==> src/verilog/dcp_regs.vh <==
`ifndef DCP_REGS_VH
`define DCP_REGS_VH

// ****************************************************
// Bus select codes
// ****************************************************
`define DCP_SEL_DISPLAY   4'hE
`define DCP_SEL_POINTER   4'hF

// ****************************************************
// Position counter
// ****************************************************
`define DCP_POS_W         3
`define DCP_POS_CLEAR     3'h0
`define DCP_POS_STEP      3'h1

// ****************************************************
// Character data and display queue
// ****************************************************
`define DCP_CHAR_W        8
`define DCP_FIFO_W        11
`define DCP_FIFO_DEPTH    8
`define DCP_FIFO_AW       3

// ****************************************************
// Pin synchroniser
// ****************************************************
`define DCP_BUS_W         14

`endif

==> src/verilog/dcp_fifo.v <==
`timescale 1ns/1ps

// ****************************************************
// Display write queue
// ****************************************************
module dcp_fifo
#(
  parameter WIDTH = 11,
  parameter DEPTH = 8,
  parameter AW    = 3
)
(
  input  wire             i_clk,
  input  wire             i_rst_b,
  input  wire [WIDTH-1:0] i_in_data,
  input  wire             i_in_valid,
  output wire             o_in_ready,
  output wire [WIDTH-1:0] o_out_data,
  output wire             o_out_valid,
  input  wire             i_out_ready
);

  reg [WIDTH-1:0] mem_q [0:DEPTH-1];
  reg [AW-1:0]    wr_ptr_q;
  reg [AW-1:0]    rd_ptr_q;
  reg [AW:0]      count_q;
  wire            push;
  wire            pop;

  // Handshake terms, full and empty from the occupancy count
  assign o_in_ready  = (count_q != DEPTH[AW:0]);
  assign o_out_valid = (count_q != {(AW+1){1'b0}});
  assign o_out_data  = mem_q[rd_ptr_q];
  assign push        = i_in_valid & o_in_ready;
  assign pop         = o_out_valid & i_out_ready;

  // Storage entries
  genvar g;
  generate
    for (g = 0; g < DEPTH; g = g + 1)
    begin : g_ent
      always @(posedge i_clk or negedge i_rst_b)
      begin
        if (!i_rst_b)
          mem_q[g] <= {WIDTH{1'b0}};
        else if (push && ({{(32-AW){1'b0}}, wr_ptr_q} == g))
          mem_q[g] <= i_in_data;
      end
    end
  endgenerate

  // Pointers and count
  always @(posedge i_clk or negedge i_rst_b)
  begin
    if (!i_rst_b)
    begin
      wr_ptr_q <= {AW{1'b0}};
      rd_ptr_q <= {AW{1'b0}};
      count_q  <= {(AW+1){1'b0}};
    end
    else
    begin
      if (push)
        wr_ptr_q <= wr_ptr_q + {{(AW-1){1'b0}}, 1'b1};
      if (pop)
        rd_ptr_q <= rd_ptr_q + {{(AW-1){1'b0}}, 1'b1};
      if (push && !pop)
        count_q <= count_q + {{AW{1'b0}}, 1'b1};
      else if (pop && !push)
        count_q <= count_q - {{AW{1'b0}}, 1'b1};
    end
  end

endmodule // dcp_fifo

==> src/verilog/dcp_top.v <==
// Summary of operation
// [RQ1] A read while the display select code is present clears the counter, so all three inverted position outputs go high.
// [RQ2] The top inverted position bit enables the left module and the two lower bits pick one of its four characters.
// [RQ3] The first write after a clear lands in the leftmost of the eight positions.
// [RQ4] Each finished character write counts the counter up by one, so the inverted address steps down to 110 after the first; one to a full queue does not.
// [RQ5] Successive writes fill successive positions moving right from the leftmost.
// [RQ6] The host refreshes by selecting the display, doing one read, then exactly eight character writes.
// [RQ7] At the display code a read points left and a write loads a character; a write at the next code loads the pointer.
// [RQ8] The counter may count only while the display code is active, and then the shared module enable is asserted.
// [RQ9] After every eighth write without a clear the counter wraps to zero by natural counting.
// [RQ10] The counter advances on the trailing edge of the write strobe so the address holds during the write.
`timescale 1ns/1ps
`include "dcp_regs.vh"

module dcp_top
(
  input  wire                   I_SYS_CLK,
  input  wire                   I_RST_B,
  input  wire [3:0]             I_BUS_SEL,
  input  wire                   I_BUS_RD_N,
  input  wire                   I_BUS_WR_N,
  input  wire [`DCP_CHAR_W-1:0] I_BUS_DATA,
  input  wire                   I_DISP_READY,
  output wire                   O_BUS_WAIT,
  output wire [`DCP_POS_W-1:0]  O_CHAR_POSITION_N,
  output wire                   O_MODULE_ENABLE_N,
  output wire                   O_DISP_WR,
  output wire [`DCP_CHAR_W-1:0] O_DISP_DATA,
  output wire                   O_CHAR_SELECT_LSB,
  output wire                   O_CHAR_SELECT_MSB,
  output wire                   O_LEFT_CE,
  output wire                   O_RIGHT_CE
);

  // ****************************************************
  // Declarations
  // ****************************************************
  wire [`DCP_BUS_W-1:0]  bus_raw;
  reg  [`DCP_BUS_W-1:0]  sync1_q;
  reg  [`DCP_BUS_W-1:0]  sync2_q;
  reg  [`DCP_BUS_W-1:0]  sync3_q;
  reg  [`DCP_BUS_W-1:0]  filt_q;
  wire [3:0]             sel_f;
  wire                   rd_n_f;
  wire                   wr_n_f;
  wire [`DCP_CHAR_W-1:0] data_f;
  reg                    rd_n_prev_q;
  reg                    wr_n_prev_q;
  wire                   rd_start;
  wire                   wr_end;
  wire                   sel_display;
  wire                   sel_pointer;
  reg  [`DCP_POS_W-1:0]  char_position_counter_q;
  reg  [`DCP_POS_W-1:0]  char_position_counter_d;
  reg  [`DCP_POS_W-1:0]  pos_n_q;
  reg                    module_enable_n_q;
  reg                    bus_wait_q;
  wire                   push_valid;
  wire                   push_ready;
  wire [`DCP_FIFO_W-1:0] push_data;
  wire [`DCP_FIFO_W-1:0] pop_data;
  wire                   pop_valid;
  wire                   pop;
  reg                    disp_wr_q;
  reg  [`DCP_CHAR_W-1:0] disp_data_q;
  reg  [`DCP_POS_W-1:0]  disp_pos_n_q;
  reg                    right_ce_q;

  // ****************************************************
  // Pin synchroniser and agreement filter
  // ****************************************************

  // Pins gathered into one vector
  assign bus_raw = {I_BUS_SEL, I_BUS_RD_N, I_BUS_WR_N, I_BUS_DATA};

  // Three stages per pin; the filtered value follows once stages two and three agree
  genvar g;
  generate
    for (g = 0; g < `DCP_BUS_W; g = g + 1)
    begin : g_sync
      always @(posedge I_SYS_CLK or negedge I_RST_B)
      begin
        if (!I_RST_B)
        begin
          sync1_q[g] <= 1'b1;
          sync2_q[g] <= 1'b1;
          sync3_q[g] <= 1'b1;
          filt_q[g]  <= 1'b1;
        end
        else
        begin
          sync1_q[g] <= bus_raw[g];
          sync2_q[g] <= sync1_q[g];
          sync3_q[g] <= sync2_q[g];
          if (sync2_q[g] == sync3_q[g])
            filt_q[g] <= sync3_q[g];
        end
      end
    end
  endgenerate

  // Filtered fields
  assign sel_f  = filt_q[13:10];
  assign rd_n_f = filt_q[9];
  assign wr_n_f = filt_q[8];
  assign data_f = filt_q[7:0];

  // ****************************************************
  // Strobe edges and select decode
  // ****************************************************

  // Previous strobe levels for edge detection
  always @(posedge I_SYS_CLK or negedge I_RST_B)
  begin
    if (!I_RST_B)
    begin
      rd_n_prev_q <= 1'b1;
      wr_n_prev_q <= 1'b1;
    end
    else
    begin
      rd_n_prev_q <= rd_n_f;
      wr_n_prev_q <= wr_n_f;
    end
  end

  // Read leading edge, write trailing edge
  assign rd_start    = rd_n_prev_q & ~rd_n_f;
  assign wr_end      = ~wr_n_prev_q & wr_n_f;                        // RQ10
  assign sel_display = (sel_f == `DCP_SEL_DISPLAY);                  // RQ8
  assign sel_pointer = (sel_f == `DCP_SEL_POINTER);

  // ****************************************************
  // Character position counter
  // ****************************************************

  // Character write queued with the address it was written to
  assign push_valid = wr_end & sel_display;                          // RQ7
  assign push_data  = {~char_position_counter_q, data_f};            // RQ3

  // Next count: clear on read, step on accepted write, load at pointer code
  always @*
  begin
    char_position_counter_d = char_position_counter_q;
    if (rd_start && sel_display)
      char_position_counter_d = `DCP_POS_CLEAR;                      // RQ1
    else if (push_valid && push_ready)
      char_position_counter_d = char_position_counter_q + `DCP_POS_STEP; // RQ4 RQ5 RQ9
    else if (wr_end && sel_pointer)
      char_position_counter_d = data_f[`DCP_POS_W-1:0];              // RQ7
  end

  // Counter and its inverted image on the pins
  always @(posedge I_SYS_CLK or negedge I_RST_B)
  begin
    if (!I_RST_B)
    begin
      char_position_counter_q <= `DCP_POS_CLEAR;
      pos_n_q                 <= ~`DCP_POS_CLEAR;
    end
    else
    begin
      char_position_counter_q <= char_position_counter_d;
      pos_n_q                 <= ~char_position_counter_d;          // RQ1 RQ4
    end
  end

  // Shared module enable and bus wait
  always @(posedge I_SYS_CLK or negedge I_RST_B)
  begin
    if (!I_RST_B)
    begin
      module_enable_n_q <= 1'b1;
      bus_wait_q        <= 1'b0;
    end
    else
    begin
      module_enable_n_q <= ~sel_display;                             // RQ8
      bus_wait_q        <= ~push_ready;
    end
  end

  // ****************************************************
  // Display write queue
  // ****************************************************
  dcp_fifo
  #(
    .WIDTH (`DCP_FIFO_W),
    .DEPTH (`DCP_FIFO_DEPTH),
    .AW    (`DCP_FIFO_AW)
  )
  u_fifo
  (
    .i_clk       (I_SYS_CLK),
    .i_rst_b     (I_RST_B),
    .i_in_data   (push_data),
    .i_in_valid  (push_valid),
    .o_in_ready  (push_ready),
    .o_out_data  (pop_data),
    .o_out_valid (pop_valid),
    .i_out_ready (I_DISP_READY)
  );

  assign pop = pop_valid & I_DISP_READY;

  // ****************************************************
  // Display write port
  // ****************************************************

  // One-cycle write pulse with data and inverted address held until the next
  always @(posedge I_SYS_CLK or negedge I_RST_B)
  begin
    if (!I_RST_B)
    begin
      disp_wr_q    <= 1'b0;
      disp_data_q  <= {`DCP_CHAR_W{1'b0}};
      disp_pos_n_q <= ~`DCP_POS_CLEAR;
      right_ce_q   <= 1'b0;
    end
    else
    begin
      disp_wr_q <= pop;
      if (pop)
      begin
        disp_data_q  <= pop_data[`DCP_CHAR_W-1:0];
        disp_pos_n_q <= pop_data[`DCP_FIFO_W-1:`DCP_CHAR_W];
        right_ce_q   <= ~pop_data[`DCP_FIFO_W-1];                    // RQ2
      end
    end
  end

  // ****************************************************
  // Outputs
  // ****************************************************
  assign O_BUS_WAIT        = bus_wait_q;
  assign O_CHAR_POSITION_N = pos_n_q;
  assign O_MODULE_ENABLE_N = module_enable_n_q;
  assign O_DISP_WR         = disp_wr_q;
  assign O_DISP_DATA       = disp_data_q;
  assign O_CHAR_SELECT_LSB = disp_pos_n_q[0];                        // RQ2
  assign O_CHAR_SELECT_MSB = disp_pos_n_q[1];                        // RQ2
  assign O_LEFT_CE         = disp_pos_n_q[2];                        // RQ2
  assign O_RIGHT_CE        = right_ce_q;                             // RQ2

endmodule // dcp_top

==> config.mk <==
export PLATFORM = sky130hd
export DESIGN_NAME = dcp_top
export DESIGN_NICKNAME = d
export VERILOG_FILES = /design/src/verilog/dcp_fifo.v /design/src/verilog/dcp_top.v
export VERILOG_INCLUDE_DIRS = /design/src /design/src/verilog
export SDC_FILE = /design/constraint.sdc
export NUM_CORES = 1
export LEC_CHECK = 0
export BUFFER_PORTS_ARGS = -buffer_cell sky130_fd_sc_hd__buf_2
export CAP_MARGIN = 20
export CORE_ASPECT_RATIO = 1.1
export CORE_MARGIN = 3
export CORE_UTILIZATION = 59
export DETAILED_ROUTE_END_ITERATION = 16
export HOLD_SLACK_MARGIN = 0.02
export MAX_ROUTING_LAYER = met4
export PLACE_DENSITY = 0.76
export SLEW_MARGIN = 20
export SYNTH_ARGS = -nofsm -noshare
export SYNTH_HDL_FRONTEND = slang
export SYNTH_SLANG_ARGS = --single-unit
==> constraint.sdc <==
create_clock -name I_SYS_CLK -period 3.73 [get_ports I_SYS_CLK]
set_input_delay 0.373 -clock I_SYS_CLK [delete_from_list [all_inputs] [get_ports I_SYS_CLK]]
set_output_delay 0.373 -clock I_SYS_CLK [all_outputs]
set_load 0.02 [all_outputs]
==> results of run 1 <==
[placed cells by master (no fill, tap or decap), types with 7 or more instances in the layout]
cell type and count:
buf_2 33, buf_4 10, clkbuf_16 20, dfrtp_1 111, dfstp_2 65, ha_1 11
inv_1 10, maj3_1 14, mux2_2 58, mux2_4 7, mux2i_1 16, mux4_2 22
nand2_1 46, nand4_1 7, o21ai_0 36
[per-layer routing]
| layer | part of all wire (%) | vias to the layer above | routed length (um) |
|---|---|---|---|
| met5 | 0 | - | 0 |
| met4 | 2.1 | 0 | 264 |
| met3 | 4.3 | 23 | 546 |
| met2 | 50 | 83 | 6300 |
| met1 | 44 | 2023 | 5580 |
| li1 | - | 1748 | - |
[how the worst max path moves through the flow]
stage / from / end / slack, ps / depth (start not counted)
after detailed placement: u_fifo.count_q[1] / u_fifo.count_q[3] / 850 / 9
after global routing: u_fifo.count_q[1] / u_fifo.count_q[3] / 630 / 9
after floorplan: u_fifo.count_q[0] / u_fifo.count_q[3] / 860 / 8
final: u_fifo.count_q[1] / u_fifo.count_q[3] / 800 / 9
after global placement: u_fifo.count_q[1] / u_fifo.count_q[3] / 1000 / 9
after CTS: u_fifo.count_q[1] / u_fifo.count_q[3] / 840 / 9
[critical path: stages (launching register included)]
cell	delay [ps]
dfrtp_1	450
or4b_4	670
nand3_4	160
inv_4	60
ha_1	220
inv_1	180
ha_1	270
a21o_2	230
a2111oi_0	420
o31ai_1	140
[cell usage after synthesis (3+ instances only)]
master    number  share of area [%]
dfrtp_1      112                 39
dfstp_2       65                 24
mux2_2        58                9.2
nand2_1       46                2.4
o21ai_0       36                2.5
mux4_2        22                7.0
clkbuf_1      17               0.90
mux2i_1       16                2.3
maj3_1        14                2.0
buf_2         11               0.77
ha_1          11                1.9
inv_1         10               0.53
mux2_4         7                1.5
nand4_1        7               0.62
nor2b_1        5               0.44
xnor2_1        5               0.62
a211oi_1       3               0.32
nor3_1         3               0.21
[cell families after synthesis]
kind of cell,count (synthesis)
xor gates and xnor gates,5
DFF,177
adders and majority gates,26
AOI/OAI and AO/OA,50
buffers and inverters,41
muxes,103
and+or+nand+nor,73
[power by group through the flow]
stage	registers [mW]	logic, mW	clock network [mW]
after global routing	2.54	0.990	1.89
after global placement	2.51	0.866	0
after CTS	2.51	0.912	1.80
final	2.50	0.897	1.76
after detailed placement	2.53	0.905	0
after floorplan	2.43	0.690	0
[layout make-up]
class | instances | share of cell area, %
Sequential cell | 177 | 56.3
Timing Repair Buffer | 44 | 3.14
Multi-Input combinational cell | 257 | 30.1
Inverter | 11 | 0.546
Clock buffer | 25 | 6.73
Clock inverter | 7 | 0.827
Tap cell | 150 | 2.34
[flip-flops by register name, summed over array words and instances, names as in the netlist, 4 cells and up]
signal          cells
u_fifo.mem_q       88
sync1_q            14
sync2_q            14
sync3_q            14
O_DISP_DATA         8
data_f              8
filt_q              4
u_fifo.count_q      4
==> results.json, run 1 <==
{
  "grt_pass1_wl_um": 21500,
  "synthesis.instances": 475,
  "finalWorstSetupSlack_ps": 802,
  "ys.flop_type": "dfrtp_1",
  "met3_usage_pct": 5.34,
  "cts_htree_levels": 4,
  "drive_gt1_share_pct": 44.9,
  "die_area_um2": 13400,
  "hold_slack_ps": 49.6,
  "synthMuxAreaShare_pct": 19.9,
  "min_period_over_period_pct": 78.5,
  "synth-seq-cells": 177,
  "hold_viol_final": 0,
  "ff_latch_area_um2": 4510,
  "ys_types": 42,
  "power_frac_clock_pct": 34.2,
  "setup_viol": 0,
  "crit_fanout": 10,
  "vias": 3877,
  "die_h_um": 121,
  "row_count": 41,
  "overflow": 0,
  "cts_setup_buffers": 0,
  "clockRootBuffer": "clkbuf_16",
  "skew_ps": 8.30,
  "yosys.area_share.simple_pct": 5.12,
  "worst_skew_pair.late_latency_ps": 420,
  "min_to": "sync1_q[2]",
  "worstPathRequired_ps": 4020,
  "reg2reg_depth": 9,
  "rr_endpoint": "u_fifo.count_q[3]",
  "slew_viol_final": 0,
  "r2r_setup_slack_ps": 800,
  "final_core_util_pct": 69.2,
  "vias_per_cell": 5.78,
  "hold_buffers": 0,
  "clock_sinks": 177,
  "p_sw_mw": 1.43,
  "crit_path_start_kind": "register",
  "dr.pass1.iters": 4,
  "path_class": "reg2reg",
  "slew-limit-headroom_pct": 35.0,
  "p_int_mw": 3.73,
  "power_mw": 5.16,
  "seq_area_frac_synth_pct": 63.5,
  "rsz0062_at_grt": "false",
  "min_path_cells": 1,
  "multi_input_area_um2": 2420,
  "cts_max_path_buffers": 2,
  "p_sw_share_pct": 27.7,
  "synth_xor_area_share_pct": 0.616,
  "tightest_slew_ps": 975,
  "clock.fmax_mhz": 342,
  "place_ws_ps": 853,
  "seq_power_share_pct": 48.5,
  "hp-start": "I_BUS_DATA[2]",
  "fin_area_um2": 8020,
  "stdcell_count": 671,
  "fillers": 790,
  "cap_violations": 0,
  "end_kind": "register",
  "synthAdderAreaFrac_pct": 4.19,
  "drc_errors": 0,
  "syn_nets": 504,
  "avgSynthCellArea_um2": 15.0,
  "timing.setup.tns_ps": 0,
  "syn_area_um2": 7110,
  "die_x_um": 111,
  "layout.nets": 537,
  "synth_top_family_by_area": "multiplexers",
  "p_leak_nw": 3.66,
  "ir_drop_mv": 0.429,
  "grt_antenna_before_repair": 0,
  "grt_use_met2_pct": 32.8,
  "ant_nets": 0,
  "busiest_layer": "met2",
  "grtUsageMet1_pct": 28.0,
  "core_area_um2": 11600,
  "num_antenna_cells": 0,
  "areaGrowthSynthToFinish_pct": 12.8,
  "placed_area_um2": 7410,
  "grt_pass1_vias": 4090,
  "finalWirelength_um": 12700,
  "grt_use_total_pct": 21.5,
  "rr_startpoint": "u_fifo.count_q[1]",
  "io_buffers": 34,
  "synth-edff-count": 0,
  "wl_per_cell_um": 18.9,
  "synth-compound-area-share_pct": 4.09,
  "cp.arrival_ps": 3210,
  "cts_tree": "yes",
  "gp_congestion": 0.767,
  "period_needed_ps": 2930,
  "synthArstFlopShare_pct": 100,
  "place_inst": 639,
  "start_util_pct": 61.3,
  "drt_iter0_drc": 176,
  "yosys_warnings": 0,
  "p_comb_share_pct": 17.4,
  "cts_buffers": 17,
  "cts.clk_slew.worst_paths_ps": 60,
  "hold_class": "in2reg",
  "ios": 35,
  "dp_hpwl_um": 7740,
  "grt_max_degree": 112,
  "cts.repair.resized": 0,
  "power_density_nw_per_um2": 644,
  "status": "finished clean"
}
No activity file was read; power rests on OpenSTA's default activity.
==> inputs of run 2 (changes only) <==
CORE_UTILIZATION = 55   (was 59)
PLACE_DENSITY = 0.75   (was 0.76)
clock period = 2.67 ns   (was 3.73 ns; I/O delays follow)
==> run 2 against run 1 <==
Utilization down 2.4 points. Via count increased by 0.31%. Sequential share of layout area down 1.5 points. Combinational power increased by 61%. Power rose by 38%. Critical path type unchanged. Critical endpoint unchanged. Largest power group unchanged.
==> results.json, run 2 (same netlist as run 1, synthesis figures left out) <==
{
  "worstPathRequired_ps": 2970,
  "crit_path_start_kind": "register",
  "reg2reg_depth": 9,
  "max_stage_delay_ps": 530,
  "grtUsageMet1_pct": 26.1,
  "period_needed_ps": 2580,
  "die_x_um": 114,
  "gp_congestion": 0.861,
  "io_buffers": 34,
  "end_kind": "register",
  "hp-start": "sync1_q[10]",
  "multi_input_area_um2": 2440,
  "r2r_setup_slack_ps": 90,
  "dr.pass1.iters": 4,
  "skew_ps": 20.7,
  "met3_usage_pct": 4.98,
  "grt_use_met2_pct": 30.8,
  "critical_path_buf_inv_count": 2,
  "vias_per_cell": 5.54,
  "largest-register": "u_fifo.mem_q",
  "ios": 35,
  "tightest_slew_ps": 807,
  "crit_fanout": 7,
  "ff_latch_area_um2": 4510,
  "core_area_um2": 12300,
  "drive_gt1_share_pct": 44.8,
  "layout.nets": 564,
  "finalWirelength_um": 12400,
  "hold_slack_ps": 352,
  "wl_per_cell_um": 17.7,
  "min_period_over_period_pct": 96.6,
  "die_area_um2": 14300,
  "rr_endpoint": "u_fifo.count_q[3]",
  "finalWorstSetupSlack_ps": 90.3,
  "min_path_cells": 0,
  "clock_sinks": 177,
  "overflow": 0,
  "vias": 3889,
  "cts_htree_levels": 4,
  "final_common_cell": "dfrtp_1",
  "setup_viol": 0,
  "cap_violations": 0,
  "power_density_nw_per_um2": 863,
  "place_ws_ps": -10.7,
  "min_to": "sync2_q[10]",
  "grt_use_total_pct": 20.0,
  "largest_register_ffs": 88,
  "timing.setup.tns_ps": 0,
  "grt_max_degree": 68,
  "start_util_pct": 57.5,
  "status": "finished clean",
  "fillers": 823,
  "clock.fmax_mhz": 388,
  "worst_skew_pair.late_latency_ps": 430,
  "place_inst": 654,
  "final_core_util_pct": 66.7,
  "drc_errors": 0,
  "path_cells": "or4b_4, nand3_4, inv_4, ha_1, inv_2, ha_1, a21o_2, a2111oi_2, o31ai_1",
  "ir_drop_mv": 0.783,
  "cts.clk_slew.worst_paths_ps": 60,
  "grt_pass1_vias": 4208,
  "final_cell_mix": "dfrtp_1 (111), dfstp_2 (65), mux2_2 (58)",
  "areaGrowthSynthToFinish_pct": 16.0,
  "cts_tree": "yes",
  "p_leak_nw": 3.76,
  "grt_antenna_before_repair": 1,
  "slew-limit-headroom_pct": 46.2,
  "die_h_um": 125,
  "grt_pass1_wl_um": 21500,
  "hold_viol_final": 0,
  "rr_startpoint": "u_fifo.count_q[2]",
  "cpMostUsedCell": "ha_1",
  "drt_iter0_drc": 238,
  "fin_area_um2": 8240,
  "placed_area_um2": 7540,
  "cp.arrival_ps": 2880,
  "path_class": "reg2reg",
  "busiest_layer": "met2",
  "slew_viol_final": 0,
  "power_mw": 7.11,
  "cp_slowest_cell": "or4b_4",
  "cp_top_family": "compound AO/OA/AOI/OAI gates",
  "stdcell_count": 702,
  "row_count": 42,
  "cts_buffers": 17,
  "dp_hpwl_um": 7850,
  "cts_max_path_buffers": 2,
  "hold_class": "reg2reg",
  "ant_nets": 0,
  "clockRootBuffer": "clkbuf_16"
}
[run 2: changes by cell type in the layout (fill, tap and decap cells not counted), sizes merged]
cell,delta
clkbuf,+2
bufinv,-1
clkinv,-2
dlygate4sd3,+15
diode,+1
buf,+12
[run 2: power breakdown]
part | total, mW | switching (mW) | internal, mW | leakage [nW]
clock | 2.26 | 0.942 | 1.31 | 0.267
sequential | 3.42 | 0.330 | 3.09 | 2.20
combinational | 1.44 | 0.717 | 0.720 | 1.29
[run 2: how the worst max path moves through the flow]
stage	cells after the start	to	startpoint	slack (ps)
3_3_place_gp	9	u_fifo.count_q[3]	u_fifo.count_q[2]	70
5_1_grt	9	u_fifo.count_q[3]	u_fifo.count_q[2]	-7
6_report	9	u_fifo.count_q[3]	u_fifo.count_q[2]	90
3_5_place_dp	9	u_fifo.count_q[3]	u_fifo.count_q[2]	-10
4_1_cts	9	u_fifo.count_q[3]	u_fifo.count_q[2]	40
2_1_floorplan	10	u_fifo.count_q[3]	u_fifo.count_q[1]	2
[run 2: worst reg2reg max path: cells and delay by family, from the launching register on]
family | cells | cell delay (ps)
compound gates | 3 | 740
simple gates | 2 | 670
fa+ha+maj | 2 | 460
flops | 1 | 440
buf+inv | 2 | 150
[run 2: layer usage]
| metal | up-vias | part of all wire (%) |
|---|---|---|
| met5 | - | 0 |
| met4 | 0 | 1.1 |
| met3 | 13 | 2.8 |
| met2 | 65 | 50 |
| met1 | 2017 | 46 |
| li1 | 1794 | - |
[run 2: final cells by class]
cell class	instances	share of cell area [%]
diodes	1	0.0304
clock buffers	27	6.24
clock inverters	4	0.273
inverters	11	0.531
multi-input cells	257	29.6
flip-flops and latches	177	54.7
well taps	154	2.34
repair buffers	71	6.27
[run 2: repair_timing]
action	4_1_cts	5_1_grt
cloned	0	0
endpoints found under the hold margin	70	0
gates resized for setup	1	3
hold buffers	15	0
buffers inserted	0	1
endpoints found under the setup margin	1	1
==> inputs of run 3 (changes only) <==
REMOVE_ABC_BUFFERS = 1   (was default)
==> run 3 against run 2 <==
Utilization increased by 0.80 points. Sequential cell count unchanged. Via count up 0.59%. First-iteration DRC count shrank 45%. Clock power increased by 16%. Worst setup slack better by 40 ps. Power rose by 5.2%. Wire length is 4.7% higher. Critical path depth unchanged. Sequential power about the same.
==> results.json, run 3 (same netlist as run 1, synthesis figures left out) <==
{
  "rsz0062_at_grt": "false",
  "wl_per_cell_um": 18.5,
  "stdcell_count": 702,
  "largest_register_ffs": 88,
  "dp_hpwl_um": 7840,
  "p_int_mw": 5.41,
  "setup_viol": 0,
  "final_core_util_pct": 67.5,
  "vias_per_cell": 5.57,
  "place_ws_ps": -82.6,
  "grt_max_degree": 76,
  "hold_viol_final": 0,
  "row_count": 42,
  "p_sw_share_pct": 27.7,
  "grt_pass1_vias": 4161,
  "timing.setup.tns_ps": 0,
  "seq_power_share_pct": 45.8,
  "ir_drop_mv": 0.976,
  "hp-start": "sync1_q[8]",
  "ant_nets": 0,
  "critPathLaunch": "u_fifo.count_q[2]",
  "die_x_um": 114,
  "p_sw_mw": 2.07,
  "dr.pass1.iters": 4,
  "ios": 35,
  "cts.clk_slew.worst_paths_ps": 70,
  "rr_startpoint": "u_fifo.count_q[2]",
  "grt_pass1_wl_um": 21500,
  "power_density_nw_per_um2": 897,
  "fillers": 834,
  "path_class": "reg2reg",
  "period_needed_ps": 2540,
  "drc_errors": 0,
  "core_area_um2": 12300,
  "clock.fmax_mhz": 394,
  "crit_path_start_kind": "register",
  "rr_endpoint": "u_fifo.count_q[3]",
  "num_antenna_cells": 0,
  "start_util_pct": 57.5,
  "grt_antenna_before_repair": 0,
  "place_inst": 653,
  "areaGrowthSynthToFinish_pct": 17.4,
  "cts_htree_levels": 4,
  "finalWorstSetupSlack_ps": 130,
  "cap_violations": 0,
  "slew_viol_final": 0,
  "min_period_over_period_pct": 95.1,
  "worst_skew_pair.late_latency_ps": 430,
  "hold_class": "reg2reg",
  "clock_sinks": 177,
  "power_frac_clock_pct": 35.1,
  "p_comb_share_pct": 19.1,
  "final_common_cell": "dfrtp_1",
  "grt_use_total_pct": 20.3,
  "overflow": 0,
  "tightest_slew_ps": 799,
  "vias": 3912,
  "slew-limit-headroom_pct": 46.8,
  "r2r_setup_slack_ps": 130,
  "layout.nets": 564,
  "reg2reg_depth": 9,
  "final_cell_mix": "dfrtp_1 (110), dfstp_2 (65), mux2_2 (58)",
  "die_h_um": 125,
  "status": "finished clean",
  "drt_iter0_drc": 131,
  "cts_max_path_buffers": 2,
  "largest-register": "u_fifo.mem_q",
  "clockRootBuffer": "clkbuf_16",
  "ff_latch_area_um2": 4510,
  "power_mw": 7.48,
  "finalWirelength_um": 13000,
  "crit_fanout": 7,
  "cp.arrival_ps": 2850,
  "gp_congestion": 0.832,
  "cts_buffers": 17,
  "endpoint": "u_fifo.count_q[3]",
  "multi_input_area_um2": 2430,
  "skew_ps": 8.87,
  "cts_tree": "yes",
  "p_leak_nw": 3.80,
  "die_area_um2": 14300,
  "worstPathRequired_ps": 2980,
  "io_buffers": 34,
  "end_kind": "register",
  "drive_gt1_share_pct": 46.2
}
[run 3: changes by cell type in the layout (fill, tap and decap cells not counted), moves of 2 or more]
cell,delta
clkbuf_1,-6
bufinv_16,+4
clkinvlp_4,+3
inv_4,-2
clkinv_4,+2
[run 3: worst min-delay path by stage]
stage	cells after the start	slack, ps	end
after floorplan	0	-30	O_BUS_WAIT
after global placement	1	330	u_fifo.mem_q[73]
after detailed placement	1	340	O_DISP_DATA[2]
after CTS	0	350	sync2_q[8]
after global routing	0	360	sync2_q[12]
final	0	350	sync2_q[8]
[run 3: per-layer routing]
layer  GRT usage, %  up-vias  wire [um]
li1               -     1794          -
met5              -        -          0
met3           4.93       20        490
met4           7.27        0        229
met1           26.2     2025       5760
met2           31.6       73       6510
[run 3: what timing repair did]
action / CTS / global route
setup endpoints to repair: 1 / 1
hold buffers: 15 / 0
resized for setup: 2 / 4
setup buffers: 0 / 2
gates cloned: 0 / 0
hold endpoints to repair: 78 / 0
[run 3: metrics by stage]
step	area (um2)	hold WS (ps)
CTS	8320	355
finish	8340	354
global placement	7530	331
global route	8340	357
floorplan	6960	-28.6
detailed placement	7530	343
[run 3: power by group through the flow]
stage / Combinational (mW) / Clock [mW] / Sequential (mW)
detailed placement: 1.41 / 0 / 3.47
floorplan: 0.742 / 0 / 3.57
finish: 1.43 / 2.63 / 3.42
global placement: 1.35 / 0 / 3.43
global route: 1.57 / 2.79 / 3.48
CTS: 1.44 / 2.68 / 3.43
[run 3: worst max-delay path, stage by stage (launching register included)]
cell and delay (ps):
dfrtp_2 440, or4b_4 520, nand3_4 140, inv_4 60, ha_2 210, inv_2 80, ha_1 220, a21o_2 240
a2111oi_2 390, o31ai_1 140
[run 3: cell type report]
type                            count  area share [%]
Clock buffer                       19            5.43
Clock inverter                     13            2.20
Inverter                           11           0.525
Multi-Input combinational cell    257            29.1
Sequential cell                   177            54.1
Tap cell                          154            2.31
Timing Repair Buffer               71            6.34
